File: src/power_mode_pkg.sv
// Constants and types for the power-mode controller
package power_mode_pkg;
  localparam int unsigned clock_hz = 10_000_000;
  localparam int unsigned clock_period_ns = 100;
  // Chip enable low qualification time, 80 us
  localparam int unsigned ce_low_time_us = 80;
  localparam int unsigned ce_low_cycles = (ce_low_time_us * 1000 + clock_period_ns - 1) / clock_period_ns + 1;
  // Longest time to finish power-down entry, 100 us
  localparam int unsigned pd_entry_time_us = 100;
  localparam int unsigned pd_entry_cycles = (pd_entry_time_us * 1000) / clock_period_ns;
  // Power-down core supply off delay inside the entry window
  // Short enough that the enable-low path also finishes within the entry window
  localparam int unsigned pd_settle_cycles = (pd_entry_cycles - ce_low_cycles) / 2;
  // Wakeup times
  localparam int unsigned wake_retention_time_us = 370;
  localparam int unsigned wake_retention_cycles = (wake_retention_time_us * 1000) / clock_period_ns;
  localparam int unsigned wake_hard_off_time_us = 380;
  localparam int unsigned wake_hard_off_cycles = (wake_hard_off_time_us * 1000) / clock_period_ns;
  // Supply to chip enable window, 50 us
  localparam int unsigned ce_power_window_us = 50;
  localparam int unsigned ce_power_window_cycles = (ce_power_window_us * 1000) / clock_period_ns;
  localparam int unsigned count_width = 13;
  localparam int unsigned lf_count_width = 8;
  // Always-on low-frequency tick divider and its qualification count
  localparam logic [7:0] lf_divide = 8'h0A;
  // Rounded up so that a low pulse of exactly the limit never qualifies
  localparam logic [lf_count_width-1:0] ce_low_lf_ticks = lf_count_width'((ce_low_cycles + lf_divide - 1) / lf_divide);

  typedef enum logic [2:0] {
    cmd_none,
    cmd_hard_off,
    cmd_deep_retention,
    cmd_sleep,
    cmd_wake,
    cmd_tx,
    cmd_rx,
    cmd_dual_rx
  } command_type;

  typedef enum logic [2:0] {
    sub_idle,
    sub_tx,
    sub_rx,
    sub_dual_rx
  } substate_type;

  typedef enum logic [2:0] {
    mode_hard_off,
    mode_deep_retention,
    mode_sleep,
    mode_autoload,
    mode_active
  } mode_type;
endpackage : power_mode_pkg

File: src/ce_low_qualifier.sv
// Chip enable low-level qualifier on the always-on slow tick
`timescale 1ns/100ps
module ce_low_qualifier (
  // Clock and reset
  input wire logic clock,
  input wire logic rst_n,
  // Slow tick and pin
  input wire logic lf_tick,
  input wire logic chip_enable,
  // Result
  output logic ce_low_qualified
);
  logic [power_mode_pkg::lf_count_width-1:0] low_count;

  always_ff @(posedge clock) begin
    if (!rst_n) begin
      low_count <= '0;
    end else if (chip_enable) begin
      low_count <= '0;
    end else if (lf_tick && low_count != power_mode_pkg::ce_low_lf_ticks) begin
      low_count <= low_count + 1'b1;
    end
  end

  always_ff @(posedge clock) begin
    if (!rst_n) begin
      ce_low_qualified <= 1'b0;
    end else begin
      ce_low_qualified <= !chip_enable && low_count == power_mode_pkg::ce_low_lf_ticks;
    end
  end
endmodule : ce_low_qualifier

File: src/uwb_power_mode_controller.sv
// Power-mode state controller for the transceiver
// Notes on behaviour
// - CE low over 80us or command: hard off
// - Hard off left only by CE high
// - Hard off entry done within 100us
// - Retention entry by command within 100us
// - Timer, temperature, select fall, GPIO wake retention
// - Active entered once boot completes
// - Retention wakeup takes about 370us
// - Hard off wakeup takes about 380us
// - Active substates idle, tx, rx, dual
// - Sleep keeps configured parts; RF off
// - Retention keeps memory; RF off; reload
// - Autoload loads configuration before active
// - CE within 50us of supplies
`timescale 1ns/100ps
module uwb_power_mode_controller (
  // Clock and reset
  input wire logic clock,
  input wire logic rst_n,
  // Host pins
  input wire logic chip_enable,
  input wire logic spi_select_n,
  input wire logic host_rx_handshake_pin,
  input wire logic host_data_ready_irq_pin,
  // Wake events
  input wire logic wakeup_timer_expired,
  input wire logic temperature_event,
  // Firmware command
  input wire logic command_valid,
  input wire power_mode_pkg::command_type command,
  input wire logic [7:0] sleep_keep_config,
  input wire logic autoload_done,
  // Status and controls
  output power_mode_pkg::mode_type mode,
  output power_mode_pkg::substate_type substate,
  output logic digital_core_supply,
  output logic memory_supply,
  output logic rf_enable,
  output logic firmware_reload,
  output logic [7:0] sleep_keep_active,
  output logic powerdown_done
);
  logic lf_tick;
  logic [7:0] lf_div;
  logic ce_low_qualified;
  logic select_prev;
  logic gpio3_prev;
  logic gpio5_prev;
  logic wake_event;
  logic supply_window_open;
  logic [power_mode_pkg::count_width-1:0] window_count;
  logic [power_mode_pkg::count_width-1:0] pd_count;
  logic [power_mode_pkg::count_width-1:0] wake_count;
  logic [power_mode_pkg::count_width-1:0] wake_target;
  logic booting;
  logic pd_pending;
  logic leave_active;

  // Always-on slow tick
  always_ff @(posedge clock) begin
    if (!rst_n) begin
      lf_div <= 8'h00;
      lf_tick <= 1'b0;
    end else if (lf_div == power_mode_pkg::lf_divide - 8'h01) begin
      lf_div <= 8'h00;
      lf_tick <= 1'b1;
    end else begin
      lf_div <= lf_div + 8'h01;
      lf_tick <= 1'b0;
    end
  end

  ce_low_qualifier u_ce_low_qualifier (
    .clock(clock),
    .rst_n(rst_n),
    .lf_tick(lf_tick),
    .chip_enable(chip_enable),
    .ce_low_qualified(ce_low_qualified)
  );

  // Edge history for wake sources
  always_ff @(posedge clock) begin
    if (!rst_n) begin
      select_prev <= 1'b1;
      gpio3_prev <= 1'b0;
      gpio5_prev <= 1'b0;
    end else begin
      select_prev <= spi_select_n;
      gpio3_prev <= host_rx_handshake_pin;
      gpio5_prev <= host_data_ready_irq_pin;
    end
  end

  assign wake_event = wakeup_timer_expired || temperature_event || (select_prev && !spi_select_n)
    || (gpio3_prev != host_rx_handshake_pin) || (gpio5_prev != host_data_ready_irq_pin);

  assign leave_active = ce_low_qualified || (command_valid && (command == power_mode_pkg::cmd_hard_off
    || command == power_mode_pkg::cmd_deep_retention || command == power_mode_pkg::cmd_sleep));

  // supply to CE window after reset
  always_ff @(posedge clock) begin
    if (!rst_n) begin
      window_count <= '0;
      supply_window_open <= 1'b1;
    end else if (supply_window_open) begin
      if (chip_enable) begin
        supply_window_open <= 1'b0;
      end else if (window_count == power_mode_pkg::count_width'(power_mode_pkg::ce_power_window_cycles)) begin
        supply_window_open <= 1'b0;
      end else begin
        window_count <= window_count + 1'b1;
      end
    end
  end

  // Main mode sequencing
  always_ff @(posedge clock) begin
    if (!rst_n) begin
      mode <= power_mode_pkg::mode_autoload;
      booting <= 1'b1;
      wake_count <= '0;
      wake_target <= power_mode_pkg::count_width'(power_mode_pkg::wake_hard_off_cycles);
      pd_pending <= 1'b0;
      pd_count <= '0;
    end else begin
      if (pd_pending && pd_count != power_mode_pkg::count_width'(power_mode_pkg::pd_settle_cycles)) begin
        pd_count <= pd_count + 1'b1;
      end
      case (mode)
        power_mode_pkg::mode_hard_off: begin
          if (chip_enable && pd_count == power_mode_pkg::count_width'(power_mode_pkg::pd_settle_cycles)) begin
            mode <= power_mode_pkg::mode_autoload;
            booting <= 1'b1;
            wake_count <= '0;
            pd_pending <= 1'b0;
            wake_target <= power_mode_pkg::count_width'(power_mode_pkg::wake_hard_off_cycles);
          end
        end
        power_mode_pkg::mode_deep_retention: begin
          if (ce_low_qualified) begin
            mode <= power_mode_pkg::mode_hard_off;
            pd_count <= '0;
            pd_pending <= 1'b1;
          end else if (wake_event) begin
            mode <= power_mode_pkg::mode_autoload;
            booting <= 1'b1;
            wake_count <= '0;
            pd_pending <= 1'b0;
            wake_target <= power_mode_pkg::count_width'(power_mode_pkg::wake_retention_cycles);
          end
        end
        power_mode_pkg::mode_autoload: begin
          if (ce_low_qualified || (supply_window_open == 1'b0 && !chip_enable && booting
              && window_count == power_mode_pkg::count_width'(power_mode_pkg::ce_power_window_cycles))) begin
            mode <= power_mode_pkg::mode_hard_off;
            pd_count <= '0;
            pd_pending <= 1'b1;
          end else if (wake_count != wake_target) begin
            wake_count <= wake_count + 1'b1;
          end else if (autoload_done) begin
            mode <= power_mode_pkg::mode_active;
            booting <= 1'b0;
          end
        end
        power_mode_pkg::mode_sleep: begin
          if (ce_low_qualified) begin
            mode <= power_mode_pkg::mode_hard_off;
            pd_count <= '0;
            pd_pending <= 1'b1;
          end else if (wake_event || (command_valid && command == power_mode_pkg::cmd_wake)) begin
            mode <= power_mode_pkg::mode_active;
          end
        end
        default: begin
          if (ce_low_qualified || (command_valid && command == power_mode_pkg::cmd_hard_off)) begin
            mode <= power_mode_pkg::mode_hard_off;
            pd_count <= '0;
            pd_pending <= 1'b1;
          end else if (command_valid && command == power_mode_pkg::cmd_deep_retention) begin
            mode <= power_mode_pkg::mode_deep_retention;
            pd_count <= '0;
            pd_pending <= 1'b1;
          end else if (command_valid && command == power_mode_pkg::cmd_sleep) begin
            mode <= power_mode_pkg::mode_sleep;
          end
        end
      endcase
    end
  end

  always_ff @(posedge clock) begin
    if (!rst_n) begin
      substate <= power_mode_pkg::sub_idle;
    end else if (mode != power_mode_pkg::mode_active) begin
      substate <= power_mode_pkg::sub_idle;
    end else if (command_valid) begin
      case (command)
        power_mode_pkg::cmd_tx: substate <= power_mode_pkg::sub_tx;
        power_mode_pkg::cmd_rx: substate <= power_mode_pkg::sub_rx;
        power_mode_pkg::cmd_dual_rx: substate <= power_mode_pkg::sub_dual_rx;
        power_mode_pkg::cmd_wake: substate <= power_mode_pkg::sub_idle;
        default: substate <= substate;
      endcase
    end
  end

  always_ff @(posedge clock) begin
    if (!rst_n) begin
      sleep_keep_active <= 8'h00;
    end else if (command_valid && command == power_mode_pkg::cmd_sleep && mode == power_mode_pkg::mode_active) begin
      sleep_keep_active <= sleep_keep_config;
    end
  end

  always_ff @(posedge clock) begin
    if (!rst_n) begin
      digital_core_supply <= 1'b1;
      memory_supply <= 1'b1;
      rf_enable <= 1'b0;
      firmware_reload <= 1'b0;
      powerdown_done <= 1'b0;
    end else begin
      rf_enable <= mode == power_mode_pkg::mode_active && !leave_active && substate != power_mode_pkg::sub_idle;
      firmware_reload <= mode == power_mode_pkg::mode_autoload;
      memory_supply <= mode != power_mode_pkg::mode_hard_off;
      powerdown_done <= pd_pending && pd_count == power_mode_pkg::count_width'(power_mode_pkg::pd_settle_cycles);
      if (pd_pending && pd_count == power_mode_pkg::count_width'(power_mode_pkg::pd_settle_cycles)) begin
        digital_core_supply <= 1'b0;
      end else if (mode == power_mode_pkg::mode_autoload || mode == power_mode_pkg::mode_active
          || mode == power_mode_pkg::mode_sleep) begin
        digital_core_supply <= 1'b1;
      end
    end
  end
endmodule : uwb_power_mode_controller
File: config.mk
export PLATFORM = sky130hd
export DESIGN_NAME = uwb_power_mode_controller
export DESIGN_NICKNAME = d
export VERILOG_FILES = /design/src/power_mode_pkg.sv /design/src/ce_low_qualifier.sv /design/src/uwb_power_mode_controller.sv
export SDC_FILE = /design/constraint.sdc
export NUM_CORES = 1
export LEC_CHECK = 0
export BUFFER_PORTS_ARGS = -buffer_cell sky130_fd_sc_hd__buf_4
export CAP_MARGIN = 40
export CELL_PAD_IN_SITES_DETAIL_PLACEMENT = 1
export CELL_PAD_IN_SITES_GLOBAL_PLACEMENT = 2
export CORE_ASPECT_RATIO = 2
export CORE_MARGIN = 2
export CORE_UTILIZATION = 38
export CTS_BUF_LIST = sky130_fd_sc_hd__clkbuf_4
export CTS_CLUSTER_SIZE = 16
export DETAILED_ROUTE_END_ITERATION = 7
export GPL_ROUTABILITY_DRIVEN = 0
export HOLD_SLACK_MARGIN = 0.12
export PLACE_DENSITY = 0.91
export SLEW_MARGIN = 20
export SYNTH_ARGS = -nofsm -noshare
export SYNTH_HDL_FRONTEND = slang
export SYNTH_HIERARCHICAL = 1
export SYNTH_SLANG_ARGS = --single-unit
File: constraint.sdc
create_clock -name clock -period 2.75 [get_ports clock]
set_input_delay 0.1375 -clock clock [delete_from_list [all_inputs] [get_ports clock]]
set_output_delay 0.1375 -clock clock [all_outputs]
set_load 0.03 [all_outputs]
==> summary.md <==
| Metric | Value |
|---|---|
| Status | `finished clean` |
| Clk sinks | `83` |
| Critical path, cell by cell | `inv_1 -> ha_1 -> or4b_1 -> nor4_4 -> a2111oi_1 -> clkbuf_2 -> o31ai_4 -> nor2_1` |
| Post-synthesis mux area share | `~2.5%` |
| Clock buffer depth | `2` |
| I/O pin count | `40` |
| Simple-gate share of the synthesized area | `28.8%` |
| Area Overhead vs Synth | `19.6%` |
| 1st-iter DRT viols | `a little under 80` |
| Routed WL | `9910 um` |
| Clock share of power | `26.1%` |
| Number of synthesized flops with an enable pin | `0` |
| Place WS | `0.346 ns` |
| CTS resizes | `0` |
| Netlist cell types | `60` |
| CTS clk-pin slew, worst paths | `0.13 ns` |
| Netlist Area Pre-Place | `between 3000 and 4000 um^2` |
| PD cells | `647 nW/um^2` |
| Seq/Total Area, Yosys | `between 40% and 50%` |
| Psw | `1.10 mW` |
| Cell Rows | `52` |
| CP Class | `flip-flop to flip-flop` |
| Power Total | `roughly 3.1 mW` |
| Max Clock Skew | `0.0128 ns` |
| Max Clk Rate | `0.406 GHz` |
| Rel. slew slack | `54.7%` |
| Max Transition Viols Final | `0` |
| Final setup violation count | `0` |
| Grt total ovfl | `0` |
| Layout Cells excl Fill | `about 640` |
| DP HPWL | `7360 um` |
| Post-DRT Antenna Nets | `0` |
| Final Hold Fails | `0` |
| Max-Cap Viols | `0` |
| Port Buffer Count | `38` |
| Die area | `11,300 um^2` |
| Synth Area in Compound Gates | `12.2%` |
| Fin worst setup slack | `0.286 ns` |
| Die Height | `148 um` |
| Post-Synth Adder-Cell Area | `2.85%` |
| Largest family of logic cells by synthesized area | `simple AND/OR/NAND/NOR gates` |
| Setup TNS | `0 ns` |
| Required time of the critical path | `3.07 ns` |
| Count of buffer and inverter cells on the critical path | `2` |
| Total Routing Usage GR | `18.6%` |
| Worst VDD drop | `0.367 mV` |
| Sw Ratio | `36.1%` |
| CP max stage delay | `0.51 ns` |
| Yosys reg bits | `a little over 80` |
| Top FF cell, synth | `dfxtp_1` |
| Starting Density | `about two fifths` |
| Hold WS | `0.243 ns` |
| Die Span X | `76.0 um` |
| FILL cells | `1,194` |
| First-pass GRT wire length | `between 15,000 and 20,000 um` |
| Layout cell share with drive strength beyond 1 | `13.5%` |
| Leak Pwr | `1.82 nW` |
| Part of the power in registers | `45.6%` |
| Post-synthesis net count | `471` |
| Dpl cells | `602` |
| Most frequent cell after synthesis | `dfxtp_1` |
| Delay-heaviest family, CP | `simple AND/OR/NAND/NOR gates` |
| Root Buffer | `clkbuf_4` |
| Worst path slowest cell | `or4b_1` |
| Tcrit/Tclk final | `89.6%` |
| Post-synth top area share | `42.1%` |
| Hold WC Path Type | `input port to flip-flop` |
| Unrepaired setup endpoints after global routing | `false` |
| Combinational power share | `28.4%` |
| Final min period | `2.46 ns` |
| Crit path max fanout | `13` |
| Routed len/inst | `15.5 um` |
| Critical Path AT | `2.78 ns` |
| Worst Max-Slew Pin Slew | `a little under 0.7 ns` |
| Final nets | `530` |
| DRT Pass-1 Iters | `4` |
| Via count | `3,395` |
| Vias per std cell | `5.30` |
| Setup crit start kind | `flip-flop` |
| DRC viols | `0` |
| Leading area contributor after synthesis | `dfxtp_1` |
| Number of H-tree levels | `3` |
| Vias in the first global route | `~3,700` |
| Top cells by area, synth | `dfxtp_1, nor2_1, xnor2_1` |
| Clock Latency Late Sink | `0.45 ns` |
| Pin count of the biggest net entering global routing | `54` |
| Post-synth ARST share | `0%` |
| CTS buffer count | `9` |
| Synth Area per Inst | `slightly below 9 um^2` |
| Clock tree from TritonCTS | `built` |
| Crit end category | `flip-flop` |
| Most frequent cells after synthesis | `dfxtp_1, nor2_1, nand2_1` |
| Post-synthesis xor/xnor area fraction | `between 7 and 8%` |
| Pint | `1.95 mW` |
| R2r setup slk | `between 0.2 and 0.3 ns` |
| Post-Synthesis Cells | `around 440` |
| Yosys warns | `6` |
| Initial antenna violation count | `1` |
| Core Region | `10,100 um^2` |
## power by group through the flow
stage / Clock (mW) / Sequential, mW / Combinational, mW
CTS: 0.829 / 1.39 / 0.854
global placement: 0 / 1.41 / 0.799
finish: 0.796 / 1.39 / 0.865
global route: 0.873 / 1.40 / 0.948
floorplan: 0 / 1.43 / 0.557
detailed placement: 0 / 1.42 / 0.828
## routing by layer
layer	vias to the layer above	share of wire, %	track usage [%]
li1	1674	-	-
met1	1650	37	18.0
met2	45	58	37.0
met3	26	1.9	2.00
met4	0	3.2	11.0
met5	-	0	0
## worst min-delay path, cell delays in order
cell and delay (ns):
buf_4 0.11, inv_1 0.05, o41ai_1 0.10, o21ai_0 0.10, o21ai_0 0.09, nand3_1 0.08
## stage by stage
stage / area [um^2] / utilization (%)
2_1_floorplan: 3950 / -
3_3_place_gp: 4340 / 43.1
3_5_place_dp: 4340 / 43.1
4_1_cts: 4710 / 46.7
5_1_grt: 4720 / 46.8
6_report: 4720 / 46.8
## flip-flops by register name, indices dropped and copies added, names as in the netlist, 2 cells and up
name,cells
pd_count,13
wake_count,13
window_count,13
lf_div,8
sleep_keep_active,8
u_ce_low_qualifier/low_count,8
mode,3
substate,2
wake_target,2
## cell type report
type,instances,area (um^2),area share (%)
Antenna cell,1,2.50,0.0530
Clock buffer,9,67.6,1.43
Clock inverter,7,92.6,1.96
Inverter,21,78.8,1.67
Multi-Input combinational cell,323,2130,45.2
Sequential cell,83,1660,35.2
Tap cell,135,169,3.58
Timing Repair Buffer,62,515,10.9
## cell families (layout without fill, tap and decap cells)
kind of cell | Yosys count | in the layout
compound gates | 67 | 67
xor+xnor | 34 | 34
fa+ha+maj | 9 | 9
buf+inv | 35 | 99
flops | 83 | 83
mux | 10 | 10
other cells | 1 | 2
simple gates | 202 | 202
## cells in the final DEF (no fill, tap or decap), drive strengths merged, types with 10 or more instances in the layout
cell type	netlist	final
dfxtp	83	83
nor2	42	42
buf	5	40
nand2	32	32
nand3	25	25
inv	21	21
dlygate4sd3	0	21
and2	19	19
o21ai	18	18
xnor2	17	17
xor2	17	17
and3	16	16
a21oi	14	14
nor2b	13	13
nand4	13	13
mux2i	10	10
clkbuf	9	10
## worst paths after layout
check / to / start / cells after the start
max: pd_count[9] / window_count[0] / 8
min: booting / autoload_done / 6
max reg2reg: pd_count[9] / window_count[0] / 8
min reg2reg: wake_target[5] / wake_target[5] / 2
## what timing repair did
| item | 4_1_cts | 5_1_grt |
|---|---|---|
| endpoints found under the hold margin | 27 | 0 |
| setup buffers | 0 | 0 |
| hold buffers | 21 | 0 |
| endpoints found under the setup margin | 0 | 0 |
Power figures use the tool's default switching activity.
